**src/logic/rwc_pkg.sv**
```systemverilog
// constants and types shared by the ramp waveform control block
package rwc_pkg;
   // serial word framing
   localparam int WORD_W = 32;
   localparam int TGT_W = 3;
   localparam logic [2:0] TGT_CLOCK = 3'h4;
   localparam logic [2:0] TGT_DEVIATION = 3'h5;
   localparam logic [2:0] TGT_STEP = 3'h6;
   localparam logic [2:0] TGT_DELAY = 3'h7;
   // ramp_clock_config fields
   localparam int TIMER_LSB = 7;
   localparam int TIMER_W = 12;
   localparam int TIMER_SEL_BIT = 6;
   // frequency_deviation_config fields
   localparam int TRIG_INV_BIT = 30;
   localparam int RAMP_SRC_BIT = 29;
   localparam int PARAB_BIT = 28;
   localparam int IRQ_LSB = 26;
   localparam int IRQ_W = 2;
   localparam int KEY_RAMP_BIT = 25;
   localparam int DUAL_BIT = 24;
   localparam int DEVIATION_SEL_BIT = 23;
   localparam int SHIFT_LSB = 19;
   localparam int SHIFT_W = 4;
   localparam int WORD_LSB = 3;
   localparam int STEPWORD_W = 16;
   // ramp_step_count fields
   localparam int STEP_SEL_BIT = 23;
   localparam int COUNT_LSB = 3;
   localparam int COUNT_W = 20;
   // ramp_delay_config fields
   localparam int TRIG_DLY_BIT = 23;
   localparam int TRI_DLY_BIT = 22;
   localparam int ONE_TRI_BIT = 21;
   localparam int TRIG_START_BIT = 20;
   localparam int FAST_RAMP_BIT = 19;
   localparam int DLY_LOCK_BIT = 18;
   localparam int RAMP_DLY_BIT = 17;
   localparam int DLY_CLK_BIT = 16;
   localparam int DSTART_BIT = 15;
   localparam int DWORD_LSB = 3;
   localparam int DWORD_W = 12;
   // divide value widths
   localparam int INT_W = 12;
   localparam int FRACT_W = 25;
   localparam int N_W = 37;
   // reset values
   localparam logic [11:0] TIMER_RESET = 12'h001;
   localparam logic [19:0] COUNT_RESET = 20'h00001;
   localparam logic [11:0] DWORD_RESET = 12'h001;
   localparam logic [15:0] STEPWORD_RESET = 16'h0000;
   localparam logic [3:0] SHIFT_RESET = 4'h0;
   // ramp mode input encoding
   localparam logic [1:0] MODE_CONT_SAW = 2'h0;
   localparam logic [1:0] MODE_CONT_TRI = 2'h1;
   localparam logic [1:0] MODE_ONE_BURST = 2'h3;
   // interrupt modes: 00 off, 01 capture and go on, 1x capture and halt
   localparam logic [1:0] IRQ_OFF = 2'h0;
   // ramp engine states
   typedef enum logic [2:0] {
      RS_IDLE,
      RS_START_DLY,
      RS_RAMP,
      RS_TRI_DLY,
      RS_RAMP_DLY,
      RS_HOLD
   } rwc_fsm_t;
endpackage

```
**src/logic/rwc_sync.sv**
```systemverilog
// two flip-flop synchroniser for pin inputs
`timescale 1ns/10ps
module rwc_sync #(
   parameter int W = 1
) (
   input wire logic clk_i,
   input wire logic rst_i,
   input wire logic [W-1:0] d_i,
   output logic [W-1:0] q_o
);
   // first stage feeds only the second stage
   typedef struct packed {
      logic [W-1:0] s1;
      logic [W-1:0] s2;
   } rwc_sync_state_t;

   rwc_sync_state_t q; // registered state
   rwc_sync_state_t next_q; // next state

   // shift the pin levels through both stages
   always_comb begin
      next_q.s1 = d_i;
      next_q.s2 = q.s1;
   end

   // synchronous reset to zero
   always_ff @(posedge clk_i) begin
      if (rst_i) begin
         q <= '0;
      end else begin
         q <= next_q;
      end
   end

   assign q_o = q.s2;
endmodule // rwc_sync

```
**src/logic/rwc_counter.sv**
```systemverilog
// reloading down counter that pulses once every load_val enables
`timescale 1ns/10ps
module rwc_counter #(
   parameter int W = 12
) (
   input wire logic clk_i,
   input wire logic rst_i,
   input wire logic load_i,
   input wire logic [W-1:0] load_val_i,
   input wire logic en_i,
   output logic expire_o
);
   typedef struct packed {
      logic [W-1:0] cnt; // enables left in this period
      logic expire; // one-cycle end of period
   } rwc_cnt_state_t;

   rwc_cnt_state_t q; // registered state
   rwc_cnt_state_t next_q; // next state

   // a load value of zero behaves as one, so the period never stalls
   always_comb begin
      next_q = q;
      next_q.expire = 1'b0;
      if (load_i) begin
         next_q.cnt = load_val_i;
      end else if (en_i) begin
         if (q.cnt <= W'(1)) begin
            next_q.expire = 1'b1;
            next_q.cnt = load_val_i;
         end else begin
            next_q.cnt = q.cnt - W'(1);
         end
      end
   end

   // register the whole state
   always_ff @(posedge clk_i) begin
      if (rst_i) begin
         q <= '0;
      end else begin
         q <= next_q;
      end
   end

   assign expire_o = q.expire;
endmodule // rwc_counter

```
**src/logic/rwc_ramp_ctrl.sv**
```systemverilog
// ramp waveform control registers, serial loader and ramp engine
`timescale 1ns/10ps
module rwc_ramp_ctrl
   import rwc_pkg::*;
(
   input wire logic CLOCK_I,
   input wire logic RST_I,
   input wire logic SER_CLK_I,
   input wire logic SER_DATA_I,
   input wire logic SER_LE_I,
   input wire logic TRIG_I,
   input wire logic PHASE_CMP_TICK_I,
   input wire logic RAMP_EN_I,
   input wire logic [1:0] RAMP_MODE_I,
   input wire logic [11:0] STEP_CLK_DIV_I,
   input wire logic [11:0] INT_BASE_I,
   input wire logic [24:0] FRACT_BASE_I,
   output logic [11:0] INT_DIV_O,
   output logic [24:0] FRACT_DIV_O,
   output logic [11:0] RB_INT_O,
   output logic [24:0] RB_FRACT_O,
   output logic RAMP_DONE_O,
   output logic FAST_LOCK_O,
   output logic RAMP_BUSY_O
);
   typedef struct packed {
      logic [31:0] shift; // serial input shift register
      logic sclk_q; // last synced serial clock
      logic le_q; // last synced load enable
      logic trig_q; // last synced trigger level
      logic ramp_en_q; // last ramp enable level
      logic [11:0] timer_a; // timer divider, standard slot
      logic [11:0] timer_b; // timer divider, second slot
      logic [15:0] word_a; // frequency step word, slot one
      logic [15:0] word_b; // frequency step word, slot two
      logic [3:0] exp_a; // shift exponent, slot one
      logic [3:0] exp_b; // shift exponent, slot two
      logic [19:0] count_a; // step count, slot one
      logic [19:0] count_b; // step count, slot two
      logic trig_inv; // falling edge active
      logic ramp_src; // trigger edges clock the ramp
      logic parab; // parabolic ramp
      logic [1:0] irq_mode; // readback interrupt mode
      logic key_ramp; // keying on top of ramp
      logic dual; // second ramp enabled
      logic trig_dly; // trigger start honours delay
      logic tri_dly; // delay between triangle sections
      logic one_tri; // single full triangle
      logic trig_start; // trigger level starts ramp
      logic fast; // fast return ramp
      logic dly_lock; // fast lock during ramp delay
      logic ramp_dly; // delay between ramps
      logic dly_clk; // delay clock is tick times divider
      logic dstart; // delayed start
      logic [11:0] dword; // delay word for start, triangle and ramp delays
      rwc_fsm_t fsm; // ramp engine state
      logic phase; // 0 first section, 1 second section
      logic reload; // restart timing counters next cycle
      logic [19:0] left; // steps left in this section
      logic [36:0] offset; // ramp offset on divide value
      logic [36:0] slope; // running step for parabolic ramp
      logic [11:0] int_o; // integer divide out
      logic [24:0] fract_o; // fractional divide out
      logic [11:0] rb_int; // captured integer value
      logic [24:0] rb_fract; // captured fractional value
      logic done; // end of ramp pulse
      logic lock; // fast lock level
      logic busy; // ramp or delay in progress
   } rwc_ramp_state_t;

   rwc_ramp_state_t q; // registered state
   rwc_ramp_state_t next_q; // next state
   logic [3:0] pins; // synced serial clock, data, enable, trigger
   logic pre_exp; // step clock divider period end
   logic tmr_exp; // ramp timer period end
   logic dly_exp; // delay period end
   logic timing; // timing counters run
   logic in_dly; // engine waits in a delay state
   logic sclk_rise; // serial clock edge
   logic le_rise; // word complete
   logic trig_lvl; // trigger at its active level
   logic trig_edge; // active trigger edge
   logic step_tick; // one ramp step now
   logic use_b; // section uses second slots
   logic tri_shape; // triangular shape
   logic two_sec; // ramp has a second section
   logic single; // stop after one ramp
   logic [36:0] incr; // shifted step of this section
   logic [36:0] key_incr; // keying deviation
   logic [36:0] n_sum; // base plus offset plus keying

   // pins are asynchronous to the core clock
   rwc_sync #(.W(4)) u_sync (
      .clk_i(CLOCK_I),
      .rst_i(RST_I),
      .d_i({TRIG_I, SER_LE_I, SER_DATA_I, SER_CLK_I}),
      .q_o(pins)
   );

   assign in_dly = (q.fsm == RS_START_DLY) || (q.fsm == RS_TRI_DLY) || (q.fsm == RS_RAMP_DLY);
   assign timing = (q.fsm == RS_RAMP) || in_dly;

   // interval equals divider times timer comparator periods
   rwc_counter #(.W(12)) u_pre (
      .clk_i(CLOCK_I),
      .rst_i(RST_I),
      .load_i(q.reload),
      .load_val_i(STEP_CLK_DIV_I),
      .en_i(PHASE_CMP_TICK_I & timing),
      .expire_o(pre_exp)
   );

   // timer slot follows the current section
   rwc_counter #(.W(12)) u_timer (
      .clk_i(CLOCK_I),
      .rst_i(RST_I),
      .load_i(q.reload),
      .load_val_i(use_b ? q.timer_b : q.timer_a),
      .en_i(pre_exp & (q.fsm == RS_RAMP)),
      .expire_o(tmr_exp)
   );

   // delays count the selected delay clock
   rwc_counter #(.W(12)) u_delay (
      .clk_i(CLOCK_I),
      .rst_i(RST_I),
      .load_i(q.reload),
      .load_val_i(q.dword),
      .en_i(in_dly & (q.dly_clk ? pre_exp : PHASE_CMP_TICK_I)),
      .expire_o(dly_exp)
   );

   // decoded views of the stored configuration
   always_comb begin
      sclk_rise = pins[0] & ~q.sclk_q;
      le_rise = pins[2] & ~q.le_q;
      trig_lvl = pins[3] ^ q.trig_inv;
      trig_edge = q.trig_inv ? (~pins[3] & q.trig_q) : (pins[3] & ~q.trig_q);
      step_tick = q.ramp_src ? trig_edge : tmr_exp;
      tri_shape = (RAMP_MODE_I == MODE_CONT_TRI) || q.one_tri;
      two_sec = tri_shape || q.dual || q.fast;
      single = RAMP_MODE_I[1] || q.one_tri;
      use_b = q.phase & (q.dual | q.fast);
      incr = (use_b ? {{21{q.word_b[15]}}, q.word_b} : {{21{q.word_a[15]}}, q.word_a})
             << (use_b ? q.exp_b : q.exp_a);
      if (q.phase && !use_b) begin
         incr = 37'h0 - incr; // triangle walks back down
      end
      key_incr = ({{21{q.word_b[15]}}, q.word_b} << q.exp_b) & {37{q.key_ramp & trig_lvl}};
      n_sum = {INT_BASE_I, FRACT_BASE_I} + q.offset + key_incr;
   end

   // serial loader and ramp engine
   always_comb begin
      next_q = q;
      next_q.done = 1'b0;
      next_q.reload = 1'b0;
      next_q.sclk_q = pins[0];
      next_q.le_q = pins[2];
      next_q.trig_q = pins[3];
      next_q.ramp_en_q = RAMP_EN_I;
      // data are taken MSB first on each serial clock rise
      if (sclk_rise) begin
         next_q.shift = {q.shift[30:0], pins[1]};
      end
      // whole word lands when load enable rises
      if (le_rise) begin
         case (q.shift[2:0])
            TGT_CLOCK: begin
               if (q.shift[TIMER_SEL_BIT]) begin
                  next_q.timer_b = q.shift[TIMER_LSB +: TIMER_W];
               end else begin
                  next_q.timer_a = q.shift[TIMER_LSB +: TIMER_W];
               end
            end
            TGT_DEVIATION: begin
               next_q.trig_inv = q.shift[TRIG_INV_BIT];
               next_q.ramp_src = q.shift[RAMP_SRC_BIT];
               next_q.parab = q.shift[PARAB_BIT];
               next_q.irq_mode = q.shift[IRQ_LSB +: IRQ_W];
               next_q.key_ramp = q.shift[KEY_RAMP_BIT];
               next_q.dual = q.shift[DUAL_BIT];
               if (q.shift[DEVIATION_SEL_BIT]) begin
                  next_q.word_b = q.shift[WORD_LSB +: STEPWORD_W];
                  next_q.exp_b = q.shift[SHIFT_LSB +: SHIFT_W];
               end else begin
                  next_q.word_a = q.shift[WORD_LSB +: STEPWORD_W];
                  next_q.exp_a = q.shift[SHIFT_LSB +: SHIFT_W];
               end
            end
            TGT_STEP: begin
               if (q.shift[STEP_SEL_BIT]) begin
                  next_q.count_b = q.shift[COUNT_LSB +: COUNT_W];
               end else begin
                  next_q.count_a = q.shift[COUNT_LSB +: COUNT_W];
               end
            end
            TGT_DELAY: begin
               next_q.trig_dly = q.shift[TRIG_DLY_BIT];
               next_q.tri_dly = q.shift[TRI_DLY_BIT];
               next_q.one_tri = q.shift[ONE_TRI_BIT];
               next_q.trig_start = q.shift[TRIG_START_BIT];
               next_q.fast = q.shift[FAST_RAMP_BIT];
               next_q.dly_lock = q.shift[DLY_LOCK_BIT];
               next_q.ramp_dly = q.shift[RAMP_DLY_BIT];
               next_q.dly_clk = q.shift[DLY_CLK_BIT];
               next_q.dstart = q.shift[DSTART_BIT];
               next_q.dword = q.shift[DWORD_LSB +: DWORD_W];
            end
            default: begin
               // other targets belong to other blocks
            end
         endcase
      end
      // engine
      case (q.fsm)
         RS_IDLE: begin
            next_q.offset = '0;
            next_q.slope = '0;
            next_q.phase = 1'b0;
            next_q.left = q.count_a;
            if (RAMP_EN_I && q.trig_start && trig_lvl) begin
               next_q.reload = 1'b1;
               next_q.fsm = (q.dstart && q.trig_dly) ? RS_START_DLY : RS_RAMP;
            end else if (RAMP_EN_I && !q.ramp_en_q && !q.trig_start) begin
               next_q.reload = 1'b1;
               next_q.fsm = q.dstart ? RS_START_DLY : RS_RAMP;
            end
         end
         RS_START_DLY: begin
            if (dly_exp) begin
               next_q.reload = 1'b1;
               next_q.fsm = RS_RAMP;
            end
         end
         RS_RAMP: begin
            if (trig_edge && q.irq_mode != IRQ_OFF) begin
               next_q.rb_int = q.int_o;
               next_q.rb_fract = q.fract_o;
               if (q.irq_mode[1]) begin
                  next_q.fsm = RS_HOLD;
               end
            end
            if (step_tick && next_q.fsm == RS_RAMP) begin
               if (q.parab) begin
                  next_q.slope = q.slope + incr;
                  next_q.offset = q.offset + q.slope + incr;
               end else begin
                  next_q.offset = q.offset + incr;
               end
               next_q.left = q.left - 20'h00001;
               if (q.left <= 20'h00001) begin
                  next_q.slope = '0;
                  if (!q.phase && two_sec) begin
                     next_q.phase = 1'b1;
                     next_q.left = (q.dual || q.fast) ? q.count_b : q.count_a;
                     next_q.reload = 1'b1;
                     if (tri_shape && q.tri_dly && q.ramp_dly) begin
                        next_q.fsm = RS_TRI_DLY;
                     end
                  end else begin
                     next_q.done = 1'b1;
                     next_q.phase = 1'b0;
                     next_q.left = q.count_a;
                     next_q.reload = 1'b1;
                     if (!two_sec && RAMP_MODE_I != MODE_ONE_BURST) begin
                        next_q.offset = '0; // sawtooth jumps back
                     end
                     if (single) begin
                        next_q.fsm = RS_HOLD;
                     end else if (q.ramp_dly) begin
                        next_q.fsm = RS_RAMP_DLY;
                     end
                  end
               end
            end
         end
         RS_TRI_DLY: begin
            if (dly_exp) begin
               next_q.reload = 1'b1;
               next_q.fsm = RS_RAMP;
            end
         end
         RS_RAMP_DLY: begin
            if (dly_exp) begin
               next_q.reload = 1'b1;
               next_q.fsm = RS_RAMP;
            end
         end
         RS_HOLD: begin
            // final value held until ramp enable drops
         end
         default: begin
            next_q.fsm = RS_IDLE;
         end
      endcase
      if (!RAMP_EN_I) begin
         next_q.fsm = RS_IDLE;
      end
      next_q.lock = (next_q.fsm == RS_RAMP_DLY) && q.dly_lock;
      // busy is registered so the pin never shows decode glitches
      next_q.busy = (next_q.fsm != RS_IDLE) && (next_q.fsm != RS_HOLD);
      next_q.int_o = n_sum[36:25];
      next_q.fract_o = n_sum[24:0];
   end

   // registers hold their reset values until written
   always_ff @(posedge CLOCK_I) begin
      if (RST_I) begin
         q <= '0;
         q.timer_a <= TIMER_RESET;
         q.timer_b <= TIMER_RESET;
         q.count_a <= COUNT_RESET;
         q.count_b <= COUNT_RESET;
         q.dword <= DWORD_RESET;
         q.word_a <= STEPWORD_RESET;
         q.word_b <= STEPWORD_RESET;
         q.exp_a <= SHIFT_RESET;
         q.exp_b <= SHIFT_RESET;
         q.fsm <= RS_IDLE;
      end else begin
         q <= next_q;
      end
   end

   assign INT_DIV_O = q.int_o;
   assign FRACT_DIV_O = q.fract_o;
   assign RB_INT_O = q.rb_int;
   assign RB_FRACT_O = q.rb_fract;
   assign RAMP_DONE_O = q.done;
   assign FAST_LOCK_O = q.lock;
   assign RAMP_BUSY_O = q.busy;
endmodule // rwc_ramp_ctrl

```
**config.mk**
```make
export PLATFORM = sky130hd
export DESIGN_NAME = rwc_ramp_ctrl
export DESIGN_NICKNAME = d
export VERILOG_FILES = /design/src/logic/rwc_pkg.sv /design/src/logic/rwc_sync.sv /design/src/logic/rwc_counter.sv /design/src/logic/rwc_ramp_ctrl.sv
export SDC_FILE = /design/constraint.sdc
export NUM_CORES = 2
export LEC_CHECK = 0
export BUFFER_PORTS_ARGS = -buffer_cell sky130_fd_sc_hd__buf_4
export CAP_MARGIN = 20
export CORE_ASPECT_RATIO = 1.75
export CORE_UTILIZATION = 60
export CTS_BUF_LIST = sky130_fd_sc_hd__clkbuf_4 sky130_fd_sc_hd__clkbuf_8
export DETAILED_ROUTE_END_ITERATION = 12
export PLACE_DENSITY = 0.85
export SLEW_MARGIN = 30
export SYNTH_ARGS = -nofsm -noshare
export SYNTH_HDL_FRONTEND = slang
export SYNTH_SLANG_ARGS = --single-unit
```
**constraint.sdc**
```tcl
create_clock -name CLOCK_I -period 8.21 [get_ports CLOCK_I]
set_input_delay 1.642 -clock CLOCK_I [delete_from_list [all_inputs] [get_ports CLOCK_I]]
set_output_delay 1.642 -clock CLOCK_I [all_outputs]
set_load 0.01 [all_outputs]
```
## Yosys cells after proc, flatten, opt, wreduce, memory -nomap -nowiden

Index checks and enable logic that the tools add are counted.

- Add/sub/neg operators: 11
- Equal/unequal tests: 17
- Bitwise logic cells: 24
- Shift-type cells: 2
- Muxes and demuxes: 47
- Reduce and logical (&&, ||, !) cells: 51
- Order comparisons: 4

Operators by type and width:

| operator | number |
|---|---|
| 37-bit adder | 6 |
| 37-bit two-way mux | 6 |
| 99-bit two-way mux | 2 |
| 94-bit one-hot mux with 2 select lines | 1 |
| 12-bit two-way mux | 7 |
| 37-bit by 4-bit << shifter with 37-bit output | 2 |
| 13-bit two-way mux | 3 |
| 37-bit bitwise AND | 1 |
| 1-bit by 37-bit subtractor with 37-bit output (first input constant) | 1 |
| 12-bit by 1-bit less-or-equal comparator with 1-bit output (second input constant) | 3 |
| 12-bit by 1-bit subtractor with 12-bit output (second input constant) | 3 |
| 3-bit two-way mux | 10 |
| 25-bit two-way mux | 1 |
| 3-bit AND reduction | 8 |
| 3-bit equality test (second input constant) | 7 |
| 20-bit by 1-bit less-or-equal comparator with 1-bit output (second input constant) | 1 |
| 20-bit two-way mux | 1 |
| 20-bit by 1-bit subtractor with 20-bit output (second input constant) | 1 |
| 1-bit logical AND | 14 |
| 1-bit NOT | 12 |
| 3-bit one-hot mux with 4 select lines | 1 |
| 3-bit OR reduction | 4 |
| 1-bit two-way mux | 10 |
| 2-bit nonzero test | 5 |
| other kinds (20) | 46 |

- Register bits: 390
- Input port bits: 59
- Word-level logic and storage cells: 206
- Output and inout port bits: 77

## Logic depth before layout (Yosys ltp)

- Word-level depth: 16
- Gate-level depth with buffers: 28
- Gate-level depth less buffers: 25

## Modules after synthesis

Synthesis repeated with hierarchy kept, for this count alone.

- Cell total of the unflattened synthesis: 3562
- Area, all modules: 28109.5 um^2

Modules (own cells, without submodules):

| module | area an instance (um^2) | times used | cells an instance |
|---|---|---|---|
| rwc_ramp_ctrl | 25129.1 | 1 | 3198 |
| rwc_counter | 923.4 | 3 | 116 |
| rwc_sync | 210.2 | 1 | 16 |

## Worst setup path before layout

Ideal clock, no wire load.

- Path type: register to register
- Start point: register q[192] (netlist bit)
- End point: register q[150] (netlist bit)
- Arrival time: 6.063 ns
- Buffers on the path: 2
- Setup slack: 2.017 ns
- Stages on the path, launching flop included: 26
- Library setup time: 0.130 ns
- Clock period less this slack: 6.193 ns
- Cells stage by stage: dfxtp_1 o21ai_4 buf_8 mux2i_1 clkbuf_1 nand3_1 or2_2 ha_1 and3_1 nor2_1 xnor2_1 inv_1 fa_1 inv_1 ha_1 o21a_1 or2_2 a311o_1 a31oi_1 nor3_1 o311ai_0 o31ai_1 a2111oi_0 nor3_1 xnor2_1 o211ai_1

- Word-level cells in the longest chain between the ends: 13
- Elaborated cells on any way between the ends: 21
- Classes of those cells: 3 x add/sub; 1 x shift; 9 x mux; 2 x bitwise; 6 x reduce/logical

Ends and longest elaborated chain:

| item | line | text |
|---|---|---|
| start: declaration | rwc_ramp_ctrl.sv:71 | `rwc_ramp_state_t q;` |
| start signal: assignment | rwc_ramp_ctrl.sv:322 | `q <= next_q;` |
| 1-bit bitwise OR | rwc_ramp_ctrl.sv:143 | `use_b = q.phase & (q.dual \| q.fast);` |
| 1-bit bitwise AND | rwc_ramp_ctrl.sv:143 |  |
| 37-bit two-way mux / 4-bit two-way mux (equally long branches) | rwc_ramp_ctrl.sv:144, rwc_ramp_ctrl.sv:145 |  |
| 37-bit by 4-bit << shifter with 37-bit output | rwc_ramp_ctrl.sv:144 | `incr = (use_b ? {{21{q.word_b[15]}}, q.word_b} : {{21{q.word_a[15]}}, q.word_a})` |
| 1-bit by 37-bit subtractor with 37-bit output | rwc_ramp_ctrl.sv:147 | `incr = 37'h0 - incr;` |
| 37-bit two-way mux | rwc_ramp_ctrl.sv:146 | `if (q.phase && !use_b) begin` |
| 37-bit adder (on tied branches) | rwc_ramp_ctrl.sv:249, rwc_ramp_ctrl.sv:247 |  |
| 37-bit two-way mux | rwc_ramp_ctrl.sv:245 | `if (q.parab) begin` |
| 37-bit two-way mux | rwc_ramp_ctrl.sv:266 | `if (!two_sec && RAMP_MODE_I != MODE_ONE_BURST) begin` |
| 37-bit two-way mux | rwc_ramp_ctrl.sv:254 | `if (!q.phase && two_sec) begin` |
| 99-bit two-way mux * | rwc_ramp_ctrl.sv:252 | `if (q.left <= 20'h00001) begin` |
| 99-bit two-way mux * | rwc_ramp_ctrl.sv:244 | `if (step_tick && next_q.fsm == RS_RAMP) begin` |
| 94-bit one-hot mux with 2 select lines * | rwc_ramp_ctrl.sv:216 | `case (q.fsm)` |

Mark *: on every way between the ends. The rest lies on a longest branch, timed or not. The select of a mux whose other input is x is not followed.
A chain may end at the register's enable or synchronous reset.

## Final worst setup path

- Start point: register q[172] (netlist bit)
- End point: register q[150] (netlist bit)

- Word-level cells in the longest chain between the ends: 12
- Elaborated cells on any way between the ends: 18
- Classes of those cells: 3 x add/sub; 1 x shift; 9 x mux; 1 x bitwise; 4 x reduce/logical

Ends and longest elaborated chain:

| item | line |
|---|---|
| 1-bit bitwise AND | rwc_ramp_ctrl.sv:143 |
| 37-bit two-way mux / 4-bit two-way mux (equally long branches) | rwc_ramp_ctrl.sv:144, rwc_ramp_ctrl.sv:145 |
| 37-bit by 4-bit << shifter with 37-bit output | rwc_ramp_ctrl.sv:144 |
| 1-bit by 37-bit subtractor with 37-bit output | rwc_ramp_ctrl.sv:147 |
| 37-bit two-way mux | rwc_ramp_ctrl.sv:146 |
| 37-bit adder (on tied branches) | rwc_ramp_ctrl.sv:249, rwc_ramp_ctrl.sv:247 |
| 37-bit two-way mux | rwc_ramp_ctrl.sv:245 |
| 37-bit two-way mux | rwc_ramp_ctrl.sv:266 |
| 37-bit two-way mux | rwc_ramp_ctrl.sv:254 |
| 99-bit two-way mux * | rwc_ramp_ctrl.sv:252 |
| 99-bit two-way mux * | rwc_ramp_ctrl.sv:244 |
| 94-bit one-hot mux with 2 select lines * | rwc_ramp_ctrl.sv:216 |

Marked as above.

==> impl_metrics.csv <==
group,metric,value,unit
timing,rsz0062_at_grt,"false",
logic_synthesis,async_flop_share,0,%
min_path,min_path_cells,1,
logic_synthesis,syn-cell-area,0.0276,mm2
grt,grt-ovfl-total,0,
grt,grt_pass1_wl,133,mm
cells_and_area,mostFrequentLayoutCell,"nand2_1",
timing,fmax,136,MHz
min_path,worstHoldStart,"u_sync.next_q[0]",
clock_network,clkSinkCount,390,
worst_setup_path,setup.worst_path.end_class,"register",
logic_synthesis,synthFlopType,"dfxtp_1",
timing,slew_viol_final,0,
timing,finalSetupViolations,0,
logic_synthesis,synth_edf_count,0,
placement,placed_cell_area,0.0283,mm2
worst_setup_path,cpPeakStageDelay,0.83,ns
timing,max_slew_margin,33.5,%
worst_setup_path,startpoint_type,"register",
worst_setup_path,cp_slowest_cell,"a21oi_2",
worst_setup_path,arrival,7.87,ns
flow_run,maxCapViolCount,0,
cells_and_area,area_growth,8.00,%
grt,grt_usage,36.2,%
detailed_routing,wl,85.5,mm
clock_network,clk_latency,0.67,ns
placement,dp_hpwl,62.9,mm
logic_synthesis,yosys_warnings,0,
clock_network,cts_tree,"yes",
clock_network,h-tree-depth,2,
timing,period_minus_slack,7.36,ns
cells_and_area,final_cell_mix,"nand2_1, a21oi_1, dfxtp_1",
pwr,vdd_drop_max,0.246,mV
worst_setup_path,cp_common_cell,"nor3_1",
cells_and_area,drive_gt1_share,9.90,%
min_path,hp-class,"register to register",
clock_network,postCtsSetupBuffers,0,
timing,holdWs,0.445,ns
detailed_routing,drc,0,
detailed_routing,route.antenna.remaining_nets,0,
cells_and_area,seq_area,0.00781,mm2
worst_setup_path,reg2reg_from,"q[172]",
floorplanning,rows,103,
floorplanning,core,0.0452,mm2
logic_synthesis,synth_cells,3533,
clock_network,cts_root_buf,"clkbuf_8",
worst_setup_path,crit_chain,"o21ai_4 > a21oi_2 > nand3_1 > nor3_1 > nor2_1 > o32ai_1 > inv_1 > fa_1 > inv_1 > ha_1 > and3_1 > a221o_1 > a311o_1 > a31oi_1 > nor3_1 > o311ai_0 > buf_4 > o31ai_1 > a2111oi_0 > nor3_1 > xnor2_1 > o211ai_1",
grt,grt_pass1_vias,25300,
worst_setup_path,path_class,"register to register",
floorplanning,fp.dieH,285,um
timing,finalSetupTns,0,ns
floorplanning,die_width,164,um
min_path,min_to,"u_sync.q_o[0]",
floorplanning,initial_utilization,60.9,%
worst_setup_path,rr_endpoint,"q[150]",
run_status,outcome,"completed",
clock_network,cts_resized,0,
logic_synthesis,synth.net_count,3819,
clock_network,cts_hold_buf,0,
cells_and_area,final_nets,3795,
logic_synthesis,synth_cell_type_count,92,
floorplanning,ios,136,
detailed_routing,viasPerCell,6.32,
grt,antenna_found_initial,4,
logic_synthesis,ys_ff_latch,390,
cells_and_area,fill_cells,3781,
timing,fin_skew,0.0391,ns
pwr,power-per-cell-area,141,mW/mm2
grt,grt_max_degree,88,
placement,gp_congestion,1.01,
logic_synthesis,avgSynthCellArea,7.80,um2
worst_setup_path,required,8.71,ns
worst_setup_path,worstPathMaxFanout,24,
cells_and_area,multi_input_area,0.0180,mm2
placement,io_buffers,135,
cells_and_area,final_cell_area,0.0298,mm2
worst_setup_path,ff2ff_path_depth,22,
clock_network,cts_buffers,59,
pwr,leakage,12.7,nW
detailed_routing,first_iter_violations,2011,
detailed_routing,first_pass_iters,6,
timing,fin_crit_sh,89.7,%
timing,hold_violations,0,
detailed_routing,wl_per_cell,20.7,um
timing,tightest_slew,0.993,ns
worst_setup_path,reg2reg_slack,0.85,ns
clock_network,clk_pin_slew,0.07,ns
floorplanning,dieArea,0.0468,mm2
clock_network,cts_buffer_depth,3,
detailed_routing,via_count,26100,
logic_synthesis,ys_seq_area_share,28.3,%
[power by group]
group          switching, W  internal, W
clock              0.000827      0.00113
combinational      0.000189     0.000107
sequential        0.0000248      0.00192
[state kept, by name, summed over array words and instances, names as in the netlist]
name and count:
q 266, RB_INT_O 12, FAST_LOCK_O 1, FRACT_DIV_O 25
RB_FRACT_O 25, u_sync.next_q 4, RAMP_BUSY_O 1, u_pre.q 12
u_delay.q 12, u_timer.q 12, u_sync.q_o 4, u_delay.expire_o 1
u_pre.expire_o 1, RAMP_DONE_O 1, INT_DIV_O 12, u_timer.expire_o 1
[final cells by class]
type                    instances  area share (%)
flip-flops and latches        390            26.2
clock buffers                  88            3.78
inverters                     139            1.75
multi-input cells            2750            60.4
well taps                     577            2.43
clock inverters                19            1.08
repair buffers                169            4.29
diodes                          4          0.0336
[metrics by stage]
step                      setup WS (ns)  utilization [%]  power, W  std cells
final                             0.849             65.8   0.00420       4136
after global routing              0.480             65.8   0.00432       4136
after CTS                          1.10             65.7   0.00421       4132
after detailed placement           1.16             62.6   0.00227       4025
after global placement             1.27             62.5   0.00226       4025
after floorplan                    2.02                -   0.00217       3533
[critical path, delay by kind of cell, from the launching register on]
kind / cells / cell delay (ns)
buffers and inverters: 3 / 0.35
flip-flops: 1 / 0.58
XOR/XNOR: 1 / 0.17
AO/OA/AOI/OAI: 10 / 4.03
AND/OR/NAND/NOR: 6 / 1.23
adder cells (fa/ha/maj): 2 / 0.83
[cell usage after synthesis (all sizes together) (70+ instances only)]
| cell type | count | share of area (%) |
|---|---|---|
| nor3 | 91 | 1.7 |
| nor2 | 344 | 4.7 |
| o21ai | 145 | 2.7 |
| a21o | 76 | 2.1 |
| ha | 151 | 6.9 |
| fa | 76 | 5.5 |
| a21oi | 397 | 7.2 |
| clkbuf | 147 | 2.0 |
| inv | 139 | 1.9 |
| xor2 | 70 | 2.2 |
| dfxtp | 390 | 28 |
| mux2i | 136 | 5.1 |
| xnor2 | 87 | 2.8 |
| buf | 107 | 2.7 |
| nand2 | 552 | 7.5 |
[how the worst max path moves through the flow]
stage / start / endpoint / cells after the start
final: q[172] / q[150] / 22
after floorplan: q[192] / q[150] / 25
after detailed placement: q[172] / q[150] / 23
after CTS: q[172] / q[150] / 22
after global routing: q[172] / q[150] / 25
after global placement: q[244] / q[150] / 23
[cell families (layout without fill, tap and decap cells)]
| logic type | Yosys count | count (layout) | share of synthesized area [%] |
|---|---|---|---|
| compound gates | 935 | 935 | 21.2 |
| mux | 157 | 157 | 6.13 |
| fa+ha+maj | 227 | 227 | 12.4 |
| flops | 390 | 390 | 28.3 |
| buf+inv | 393 | 415 | 6.60 |
| simple gates | 1274 | 1274 | 20.4 |
| xor+xnor | 157 | 157 | 4.99 |
| other cells | 0 | 4 | 0 |
[metal layers]
| layer | share of wire, % | vias to the layer above | global-route usage [%] |
|---|---|---|---|
| li1 | - | 12200 | - |
| met1 | 35 | 12300 | 37.1 |
| met2 | 48 | 1150 | 61.8 |
| met3 | 6.4 | 488 | 7.08 |
| met4 | 10 | 0 | 32.5 |
| met5 | 0 | - | 0 |
(Power assumes the default switching activity.)
